<file path="config.mk">
export PLATFORM = sky130hd
export DESIGN_NAME = als_irq_sleep_ctrl
export DESIGN_NICKNAME = d
export VERILOG_FILES = /design/src/core/als_pkg.sv /design/src/core/als_irq_sleep_ctrl.sv /design/src/core/als_autozero_sched.sv
export SDC_FILE = /design/constraint.sdc
export NUM_CORES = 1
export LEC_CHECK = 0
export BUFFER_PORTS_ARGS = -buffer_cell sky130_fd_sc_hd__buf_2
export CORE_ASPECT_RATIO = 0.9
export CORE_UTILIZATION = 28
export CTS_CLUSTER_SIZE = 40
export DETAILED_ROUTE_END_ITERATION = 6
export HOLD_SLACK_MARGIN = 0.08
export SETUP_SLACK_MARGIN = 0.2
export SLEW_MARGIN = 0
export SYNTH_ARGS = -nofsm -noshare
export SYNTH_HDL_FRONTEND = slang
export SYNTH_SLANG_ARGS = --single-unit
</file>
<file path="constraint.sdc">
create_clock -name clk_sys_i -period 2.15 [get_ports clk_sys_i]
set_input_delay 0.3225 -clock clk_sys_i [delete_from_list [all_inputs] [get_ports clk_sys_i]]
set_output_delay 0.3225 -clock clk_sys_i [all_outputs]
set_load 0.02 [all_outputs]
</file>
<file path="src/core/als_pkg.sv">
/*
 * Shared constants for the light-sensor interrupt and sleep control block.
 * Assumes an 8-bit register port driven by the serial host interface logic.
 */
package als_pkg;

	localparam int ALS_ADDR_W = 8;
	localparam int ALS_DATA_W = 8;
	localparam int ALS_AZ_W = 7;

	// Register offsets
	localparam logic [7:0] ALS_OFS_POWER = 8'h80;
	localparam logic [7:0] ALS_OFS_STATUS = 8'h93;
	localparam logic [7:0] ALS_OFS_IRQ_PWR_CFG = 8'hab;
	localparam logic [7:0] ALS_OFS_AZ_CFG = 8'hd6;
	localparam logic [7:0] ALS_OFS_IRQ_EN = 8'hdd;

	// Reset values
	localparam logic [7:0] ALS_RST_POWER = 8'h00;
	localparam logic [7:0] ALS_RST_STATUS = 8'h00;
	localparam logic [7:0] ALS_RST_IRQ_PWR_CFG = 8'h4c;
	localparam logic [7:0] ALS_RST_AZ_CFG = 8'h7f;
	localparam logic [7:0] ALS_RST_IRQ_EN = 8'h00;

	// Power register fields
	localparam int ALS_BIT_POWER_ON = 0;
	localparam int ALS_BIT_PROX_IRQ_EN = 5;

	// Status register fields
	localparam int ALS_BIT_SAT_FLAG = 7;
	localparam int ALS_BIT_PROX_FLAG = 5;
	localparam int ALS_BIT_LIGHT_FLAG = 4;
	localparam int ALS_BIT_CAL_FLAG = 3;
	localparam logic [7:0] ALS_STATUS_MASK = 8'hb8;

	// Configuration register fields
	localparam int ALS_BIT_CLEAR_ON_READ = 7;
	localparam int ALS_BIT_SLEEP_AFTER_IRQ = 4;

	// Interrupt enable fields
	localparam int ALS_BIT_SAT_IRQ_EN = 7;
	localparam int ALS_BIT_LIGHT_IRQ_EN = 4;

	// Auto-zero interval codes
	localparam logic [6:0] ALS_AZ_NEVER = 7'h00;
	localparam logic [6:0] ALS_AZ_FIRST_ONLY = 7'h7f;

endpackage

</file>
<file path="src/core/als_irq_sleep_ctrl.sv">
/*
 * Interrupt flags, enables, clear-on-read, sleep after interrupt,
 * oscillator gating and auto-zero interval of the light sensor.
 * Assumes a single-cycle register port from the serial host logic and
 * measurement events as one-cycle pulses on the same clock.
 */
// Notes on behaviour
// - Clear-on-read bit set: every status read clears all flags.
// - Oscillator off without power-on; stops if sleep bit and pin asserted.
// - Sleep condition checked when a measurement cycle completes.
// - Pin asserts for light, proximity or saturation flag, each with its enable.
// - Sleeping looks powered off, but power-on bit still reads one.
// - Only host clearing pending flags wakes the sleeping device.
// - Seven-bit auto-zero interval: zero never, n every nth, 7Fh first only.
// - Enable register: saturation enable bit 7, light enable bit 4, reset 0.
// - Writing one to a status flag clears it, whatever clear-on-read says.
// - Saturation flag bit 7 sets when the analog front end saturates.
// - Light flag bit 4 sets when results pass thresholds and persistence.
`timescale 1ns/100ps

module als_irq_sleep_ctrl
	import als_pkg::*;
(
	input wire logic clk_sys_i,
	input wire logic sys_rst_i,
	input wire logic ce_i,
	input wire logic [ALS_ADDR_W-1:0] reg_addr_i,
	input wire logic reg_wr_i,
	input wire logic [ALS_DATA_W-1:0] reg_wdata_i,
	input wire logic reg_rd_i,
	output logic [ALS_DATA_W-1:0] reg_rdata_o,
	output logic reg_rvalid_o,
	input wire logic meas_start_i,
	input wire logic meas_done_i,
	input wire logic sat_event_i,
	input wire logic light_event_i,
	input wire logic prox_event_i,
	input wire logic cal_event_i,
	output logic int_pad_o,
	output logic int_pad_oe_o,
	output logic osc_en_o,
	output logic az_run_o
);

	typedef struct packed {
		logic [7:0] power;
		logic [7:0] status;
		logic [7:0] irq_pwr_cfg;
		logic [7:0] az_cfg;
		logic [7:0] irq_en;
		logic sleeping;
		logic irq;
		logic osc;
		logic [7:0] rdata;
		logic rvalid;
	} als_ctrl_state_t;

	als_ctrl_state_t st;
	als_ctrl_state_t next_st;

	logic [7:0] set_bits;
	logic [7:0] clr_bits;
	logic host_clear;
	logic pending;
	logic power_on_bit;
	logic sleep_after_irq;

	// Flag pending terms and sleep decisions
	logic light_pend;
	logic prox_pend;
	logic sat_pend;
	logic sleep_enter;
	logic wake_now;

	assign power_on_bit = st.power[ALS_BIT_POWER_ON];
	assign sleep_after_irq = st.irq_pwr_cfg[ALS_BIT_SLEEP_AFTER_IRQ];

	always_comb begin
		next_st = st;
		next_st.rvalid = 1'b0;
		set_bits = '0;
		clr_bits = '0;
		host_clear = 1'b0;

		// Flag sources
		set_bits[ALS_BIT_SAT_FLAG] = sat_event_i;
		set_bits[ALS_BIT_LIGHT_FLAG] = light_event_i;
		set_bits[ALS_BIT_PROX_FLAG] = prox_event_i;
		set_bits[ALS_BIT_CAL_FLAG] = cal_event_i;

		// Register writes, reserved bits stored as written
		if (reg_wr_i) begin
			unique case (reg_addr_i)
				ALS_OFS_POWER: begin
					next_st.power = reg_wdata_i;
				end
				ALS_OFS_STATUS: begin
					clr_bits = reg_wdata_i & ALS_STATUS_MASK;
					host_clear = |clr_bits;
				end
				ALS_OFS_IRQ_PWR_CFG: begin
					next_st.irq_pwr_cfg = reg_wdata_i;
				end
				ALS_OFS_AZ_CFG: begin
					next_st.az_cfg = reg_wdata_i;
				end
				ALS_OFS_IRQ_EN: begin
					next_st.irq_en = reg_wdata_i;
				end
				default: ;
			endcase
		end

		// Register reads, power-on bit reads as stored
		if (reg_rd_i) begin
			next_st.rvalid = 1'b1;
			unique case (reg_addr_i)
				ALS_OFS_POWER: begin
					next_st.rdata = st.power;
				end
				ALS_OFS_STATUS: begin
					next_st.rdata = st.status;
					if (st.irq_pwr_cfg[ALS_BIT_CLEAR_ON_READ]) begin
						clr_bits = ALS_STATUS_MASK;
						host_clear = 1'b1;
					end
				end
				ALS_OFS_IRQ_PWR_CFG: begin
					next_st.rdata = st.irq_pwr_cfg;
				end
				ALS_OFS_AZ_CFG: begin
					next_st.rdata = st.az_cfg;
				end
				ALS_OFS_IRQ_EN: begin
					next_st.rdata = st.irq_en;
				end
				default: begin
					next_st.rdata = 8'h00;
				end
			endcase
		end

		// New events win over a clear in the same cycle
		for (int b = 0; b < ALS_DATA_W; b++) begin
			if (set_bits[b]) begin
				next_st.status[b] = 1'b1;
			end else if (clr_bits[b]) begin
				next_st.status[b] = 1'b0;
			end
		end
		next_st.status = next_st.status & ALS_STATUS_MASK;

		// Pin condition
		light_pend = next_st.status[ALS_BIT_LIGHT_FLAG]
			& next_st.irq_en[ALS_BIT_LIGHT_IRQ_EN];
		prox_pend = next_st.status[ALS_BIT_PROX_FLAG]
			& next_st.power[ALS_BIT_PROX_IRQ_EN];
		// Saturation with its enable also drives the pin
		sat_pend = next_st.status[ALS_BIT_SAT_FLAG]
			& next_st.irq_en[ALS_BIT_SAT_IRQ_EN];
		pending = light_pend | prox_pend | sat_pend;
		next_st.irq = pending;

		// Sleep entry at cycle completion
		sleep_enter = meas_done_i && power_on_bit && sleep_after_irq
			&& pending;
		// Host clear leaving nothing pending wakes
		wake_now = st.sleeping && host_clear && !pending;
		if (sleep_enter) begin
			next_st.sleeping = 1'b1;
		end else if (wake_now) begin
			next_st.sleeping = 1'b0;
		end

		// Oscillator gating, and
		next_st.osc = next_st.power[ALS_BIT_POWER_ON] && !next_st.sleeping;
	end

	always_ff @(posedge clk_sys_i) begin
		if (sys_rst_i) begin
			st <= '{
				power: ALS_RST_POWER,
				status: ALS_RST_STATUS,
				irq_pwr_cfg: ALS_RST_IRQ_PWR_CFG,
				az_cfg: ALS_RST_AZ_CFG,
				irq_en: ALS_RST_IRQ_EN,
				sleeping: 1'b0,
				irq: 1'b0,
				osc: 1'b0,
				rdata: 8'h00,
				rvalid: 1'b0
			};
		end else if (ce_i) begin
			st <= next_st;
		end
	end

	// Auto-zero runs only while the oscillator runs
	als_autozero_sched #(
		.AZ_W(ALS_AZ_W)
	) u_az (
		.clk_sys_i(clk_sys_i),
		.sys_rst_i(sys_rst_i),
		.ce_i(ce_i),
		.power_on_i(st.osc),
		.cycle_start_i(meas_start_i),
		.autozero_interval_i(st.az_cfg[ALS_AZ_W-1:0]),
		.az_run_o(az_run_o)
	);

	// Open-drain pin: level held low, enable asserts it
	assign reg_rdata_o = st.rdata;
	assign reg_rvalid_o = st.rvalid;
	assign int_pad_o = 1'b0;
	assign int_pad_oe_o = st.irq;
	assign osc_en_o = st.osc;

endmodule

</file>
<file path="src/core/als_autozero_sched.sv">
/*
 * Auto-zero scheduler: decides, at each measurement cycle start, whether
 * auto-zero runs first. Assumes start pulses are on the same clock.
 */
`timescale 1ns/100ps

module als_autozero_sched
	import als_pkg::*;
#(
	parameter int AZ_W = ALS_AZ_W
) (
	input wire logic clk_sys_i,
	input wire logic sys_rst_i,
	input wire logic ce_i,
	input wire logic power_on_i,
	input wire logic cycle_start_i,
	input wire logic [AZ_W-1:0] autozero_interval_i,
	output logic az_run_o
);

	typedef struct packed {
		logic [AZ_W-1:0] cnt;
		logic first;
		logic az;
	} als_az_state_t;

	als_az_state_t st;
	als_az_state_t next_st;

	always_comb begin
		next_st = st;
		next_st.az = 1'b0;
		if (!power_on_i) begin
			next_st.first = 1'b1;
			next_st.cnt = '0;
		end else if (cycle_start_i) begin
			// Interval decode
			if (autozero_interval_i == AZ_W'(ALS_AZ_NEVER)) begin
				next_st.az = 1'b0;
			end else if (st.first) begin
				next_st.az = 1'b1;
				next_st.first = 1'b0;
				next_st.cnt = AZ_W'(1);
			end else if (autozero_interval_i == AZ_W'(ALS_AZ_FIRST_ONLY)) begin
				next_st.az = 1'b0;
			end else if (st.cnt >= autozero_interval_i) begin
				next_st.az = 1'b1;
				next_st.cnt = AZ_W'(1);
			end else begin
				next_st.cnt = st.cnt + AZ_W'(1);
			end
		end
	end

	always_ff @(posedge clk_sys_i) begin
		if (sys_rst_i) begin
			st <= '{cnt: '0, first: 1'b1, az: 1'b0};
		end else if (ce_i) begin
			st <= next_st;
		end
	end

	assign az_run_o = st.az;

endmodule

</file>
After elaboration in Yosys (flattened, before gate mapping):

Cells that the tools add are included.

* memory bits (read-only): 0
* logic and storage cells: 88
* memory bits (writable): 0
* memories: 0
* output and inout bits: 13
* input port bits: 27
* flip-flop bits (word level): 57
* bits in latches: 0

* equal/unequal tests: 9
* muxes and demuxes: 37
* shift operators: 0
* div/mod/pow operators: 0
* order comparisons: 1
* add/subtract/negate cells: 1
* $mul: 0
* bitwise operators: 5
* reductions and logical operators: 19

Operators by type and width (number)
* 8-bit 2-to-1 mux: 9
* 8-bit equality test, second input constant: 5
* 8-bit one-hot mux with 5 select lines: 1
* 1-bit 2-to-1 mux: 21
* 7-bit 2-to-1 mux: 3
* 3-bit AND reduction: 5
* 6-bit 2-to-1 mux: 2
* 9-bit 2-to-1 mux: 1
* 7-bit by 1-bit adder with 7-bit output, second input constant: 1
* 7-bit equality test, second input constant: 1
* 7-bit >= comparator: 1
* 7-bit logical NOT: 1
* 1-bit logical AND: 6
* 2-bit inequality test, second input constant: 2
* 2-bit AND reduction: 2
* 4-bit AND reduction: 1
* 4-bit OR reduction: 1
* 1-bit bitwise AND: 3
* 3-bit by 2-bit inequality test with 1-bit output, second input constant: 1
* 1-bit logical NOT: 2
* 1-bit bitwise OR: 2
* 2-bit nonzero test: 1

Depth between registers and ports, before layout:

* word-level depth: 17
* gate-level depth with buffers: 8
* gate-level depth less buffers: 8

Cells and area by module:

From an unflattened synthesis, not the netlist that was laid out.

* cells, all modules: 363
* area total of the unflattened synthesis: 3116.7 um^2

Modules (own cells, without submodules)
* als_irq_sleep_ctrl: instances 1, seq. area each 960.9 um^2, area an instance 2421.1 um^2, cells an instance 274
* als_autozero_sched: instances 1, seq. area each 180.2 um^2, area an instance 695.7 um^2, cells an instance 89

Least setup slack after synthesis:

No wires, ideal clock.

* path kind: input-to-reg
* from: input reg_addr_i[3]
* to: register st[51] in the netlist's numbering
* arrival time: 1848 ps
* stages: 7
* setup slack: 174 ps
* path through: buf_6 -> or4_4 -> nor4_4 -> and3_1 -> buf_6 -> mux2i_1 -> nor2_1

* longest elaborated chain between the ends: 2

RTL lines
* start: declaration: RTL line als_irq_sleep_ctrl.sv:27 `input wire logic [ALS_ADDR_W-1:0] reg_addr_i,`
* 8-bit equality test: RTL line als_irq_sleep_ctrl.sv:93 `unique case (reg_addr_i)`
* 3-bit AND reduction (no line)
* end signal: assignment: RTL line als_irq_sleep_ctrl.sv:181 `st <= '{`
* end signal: assignment: RTL line als_irq_sleep_ctrl.sv:194 `st <= next_st;`
* end: declaration: RTL line als_irq_sleep_ctrl.sv:58 `als_ctrl_state_t st;`

No other way between the ends.
A chain may end at the register's enable or synchronous reset.

Worst setup path after layout:

* from: register st[24] in the netlist's numbering
* to: register u_az.st[2] in the netlist's numbering

* longest elaborated chain between the ends: 7
* elaborated cells on any way between the ends: 12
* those cells by class: 1 x order compare; 3 x eq/ne; 6 x mux; 2 x reduce/logical

RTL lines
* 7-bit >= comparator: RTL line als_autozero_sched.sv:46 `end else if (st.cnt >= autozero_interval_i) begin`
* 7-bit 2-to-1 mux: RTL line als_autozero_sched.sv:46
* 7-bit 2-to-1 mux: RTL line als_autozero_sched.sv:44 `end else if (autozero_interval_i == AZ_W'(ALS_AZ_FIRST_ONLY)) begin`
* 7-bit 2-to-1 mux: RTL line als_autozero_sched.sv:40 `end else if (st.first) begin`
* 8-bit 2-to-1 mux: RTL line als_autozero_sched.sv:38 `if (autozero_interval_i == AZ_W'(ALS_AZ_NEVER)) begin`
* 9-bit 2-to-1 mux: RTL line als_autozero_sched.sv:36 `end else if (cycle_start_i) begin`
* 8-bit 2-to-1 mux: RTL line als_autozero_sched.sv:33 `if (!power_on_i) begin`
* end signal: assignment: RTL line als_autozero_sched.sv:57 `st <= '{cnt: '0, first: 1'b1, az: 1'b0};`
* end signal: assignment: RTL line als_autozero_sched.sv:59 `st <= next_st;`
* end: declaration: RTL line als_autozero_sched.sv:27 `als_az_state_t st;`

Parallel ways exist; a longest one is shown, timed or not. The select of a mux whose other input is x is not followed.

==> summary.md <==
| Metric | Value |
|---|---|
| Clk sinks | `57` |
| Critical path depth | `9` |
| Setup Crit Path Kind | `flop to flop` |
| Switching Fraction | `approximately 23%` |
| Comb pwr share | `6.7%` |
| FMAX | `529 MHz` |
| Ant. Diodes | `0` |
| Die footprint | `10,800 um2` |
| Max transition margin | `64.5%` |
| Commonest non-fill, non-tap cell in the layout | `dfxtp_1` |
| Post-synthesis cell count | `317` |
| Placement Setup Slack | `0.0642 ns` |
| Post-synthesis sequential area ratio | `39.2%` |
| Share of layout cells above drive strength 1 | `25.1%` |
| Die W | `109 um` |
| Core Footprint | `between 9000 and 10,000 um2` |
| TritonRoute pass-1 iters | `4` |
| Total CTS buffers | `9` |
| Flop pwr share | `40.5%` |
| Avg Synthesized Cell Area | `9.18 um2` |
| Drc violations | `0` |
| P_int | `just over 2 mW` |
| Die height | `roughly 100 um` |
| Area leader, netlist | `dfxtp_1` |
| Row Count | `34` |
| RSZ-0062 raised after global routing | `false` |
| Final TNS setup | `0 ns` |
| Max rail drop VDD | `394 uV` |
| Slowest stage delay, CP | `0.37 ns` |
| Deepest clock path buffer count | `2` |
| Sw power | `612 uW` |
| Clk_lat worst skew | `0.33 ns` |
| Final period utilization | `between 80 and 90%` |
| WL final | `between 7 and 8 mm` |
| Largest net degree at the start of global routing | `38` |
| Reg2reg start | `st[24]` |
| PwrDens | `~750 nW/um2` |
| GRT overflow | `0` |
| R2r endpoint | `u_az.st[2]` |
| Initial core utilization | `between 20% and 30%` |
| Worst setup path endpoint | `u_az.st[2]` |
| Leak pwr | `approximately 1.5 nW` |
| Htree depth | `3` |
| Clock power share | `52.8%` |
| First-pass GRT wire length | `12.4 mm` |
| Ys async rst share | `0%` |
| Critical Path AT | `2.10 ns` |
| Critical path, cell by cell | `inv_1 -> ha_1 -> a21o_1 -> a21o_1 -> a21oi_2 -> o211ai_1 -> buf_4 -> nor2_1 -> o41ai_1` |
| Crit path from | `st[24]` |
| HP Class | `primary input to flop` |
| Synth Net Count | `~350` |
| Vias post-DR | `around 2,500` |
| Routed WL per cell | `15.8 um` |
| I/O pin count | `40` |
| Commonest non-fill, non-tap cells in the layout | `dfxtp_1, buf_2, nor2_1, mux2i_1, nand2_1` |
| Post-synth EDFFs | `0` |
| Vias/cell | `approximately 5.2` |
| WP buf/inv | `2` |
| Vias in the first global route | `between 2,000 and 2,500` |
| Initial antenna violation count | `0` |
| RePlAce Congestion | `about 0.80` |
| Gr usage total | `15.1%` |
| Top_reg_cell synth | `dfxtp_1` |
| Cell Area, Synth | `2910 um2` |
| Reg2reg path depth | `9` |
| Crit path top cell by count | `a21o_1` |
| Synth-to-Final Area Change | `23.1%` |
| Yosys warnings | `0` |
| Status | `finished clean` |
| Least-Margin Pin Slew | `0.532 ns` |
| Top cell type's share of synthesized area | `39.2%` |
| Drt initial violations | `193` |
| Number of endpoints failing setup at the final stage | `0` |
| Final Hold Viols | `0` |
| Post-DP HPWL | `between 5 and 6 mm` |
| Final core utilization | `36.3%` |
| Final ANT Viol Nets | `0` |
| Seq cells post-synth | `57` |
| Ranking of synthesized cells by area | `dfxtp_1, mux2i_1, nor2_1` |
| CP required | `2.36 ns` |
| CTS root buf | `clkbuf_16` |
| Reg2Reg Setup Slack | `0.26 ns` |
| Port Buf Inserts | `38` |
| Post-route setup slack | `between 0.2 and 0.3 ns` |
| Max-Cap Viols | `0` |
| Worst clock skew | `0.0100 ns` |
| Slowest cell on crit path | `dfxtp_4` |
| Setup crit end kind | `flop` |
| CP Max Fanout | `4` |
| TritonCTS clock tree | `yes` |
| Net count, final | `between 300 and 400` |
| Fin crit period | `1.89 ns` |
| CTS clk-pin slew, worst paths | `0.05 ns` |
| Cell variety after synth | `54` |
| Startpoint Class | `flop` |
| Pins Over Slew Limit | `0` |
| Worst path top cell family by delay | `compound AO/OA/AOI/OAI gates` |
power by group through the flow:
stage	clock network [mW]	logic (mW)	registers (mW)
after global placement	0	0.174	1.10
after CTS	1.44	0.177	1.08
final	1.41	0.179	1.08
after floorplan	0	0.106	1.10
after global routing	1.49	0.196	1.08
after detailed placement	0	0.176	1.10
logic make-up (layout without fill, tap and decap cells):
| logic type | after synthesis | count (layout) | synth area share (%) |
|---|---|---|---|
| multiplexers | 28 | 28 | 9.63 |
| AND/OR/NAND/NOR | 102 | 102 | 18.8 |
| flip-flops | 57 | 57 | 39.2 |
| XOR/XNOR | 5 | 5 | 1.50 |
| buffers and inverters | 37 | 83 | 6.75 |
| other | 1 | 1 | 0.129 |
| adder cells (fa/ha/maj) | 8 | 8 | 3.44 |
| AO/OA/AOI/OAI | 79 | 79 | 20.6 |
worst min-delay path by stage:
stage | startpoint | cells past startpoint | slack, ns | endpoint
finish | sys_rst_i | 2 | 0.21 | u_az.az_run_o
global route | sys_rst_i | 2 | 0.23 | u_az.az_run_o
CTS | sys_rst_i | 2 | 0.21 | u_az.az_run_o
detailed placement | reg_rvalid_o | 2 | 0.46 | reg_rvalid_o
global placement | reg_rvalid_o | 2 | 0.46 | reg_rvalid_o
floorplan | sys_rst_i | 2 | 0.42 | u_az.st[1]
synthesized netlist by cell type, types with 3 or more instances:
master	instances
dfxtp_1	57
nor2_1	37
mux2i_1	28
nand2_1	18
a21oi_1	15
nand3_1	13
inv_1	11
buf_4	10
a211oi_1	9
clkbuf_1	9
a22o_1	8
ha_1	8
and3_1	7
o211ai_1	7
a22oi_1	5
nor3_1	5
xor2_1	5
a221o_2	4
a221oi_1	4
a222oi_1	4
nand2b_1	4
o21ai_0	4
a21o_1	3
a31oi_1	3
timing repair:
action / CTS / global route
resized for setup: 1 / 6
pin swaps: 0 / 2
hold buffers: 0 / 0
endpoints found under the setup margin: 1 / 7
buffers inserted: 0 / 1
area by class of cell:
type | instances | area [um2]
inverter | 12 | 45.0
clock inverter | 5 | 55.1
clock buffer | 11 | 243
tap | 126 | 158
timing repair buffer | 55 | 343
fill | 1016 | 6290
multi-input combinational | 223 | 1590
sequential | 57 | 1150
sequential cells by signal, summed over array words and instances (netlist names):
signal,cells
st,35
reg_rdata_o,8
u_az.st,8
int_pad_oe_o,1
osc_en_o,1
power_on_bit,1
reg_rvalid_o,1
sleep_after_irq,1
u_az.az_run_o,1
stage by stage:
stage / power, mW / std cells / area, um2 / hold slack (ns)
5_1_grt: 2.76 / 489 / 3580 / 0.228
2_1_floorplan: 1.21 / 317 / 2920 / 0.418
3_5_place_dp: 1.28 / 472 / 3250 / 0.461
3_3_place_gp: 1.28 / 472 / 3250 / 0.455
6_report: 2.67 / 489 / 3580 / 0.214
4_1_cts: 2.70 / 488 / 3550 / 0.206
worst register-to-register path, stage by stage, from the launching register on:
cell and delay [ns]:
dfxtp_4 0.37, inv_1 0.06, ha_1 0.31, a21o_1 0.18, a21o_1 0.18, a21oi_2 0.17, o211ai_1 0.14, buf_4 0.16
nor2_1 0.11, o41ai_1 0.09
metal layers:
metal | vias to the layer above | part of all wire, % | track usage [%] | wire (um)
li1 | 1249 | - | - | -
met1 | 1229 | 49 | 20.7 | 3800
met2 | 56 | 45 | 23.0 | 3470
met3 | 7 | 4.7 | 4.37 | 360
met4 | 0 | 0.99 | 4.41 | 76
met5 | - | 0 | 0 | 0
No activity file was read; power rests on OpenSTA's default activity.
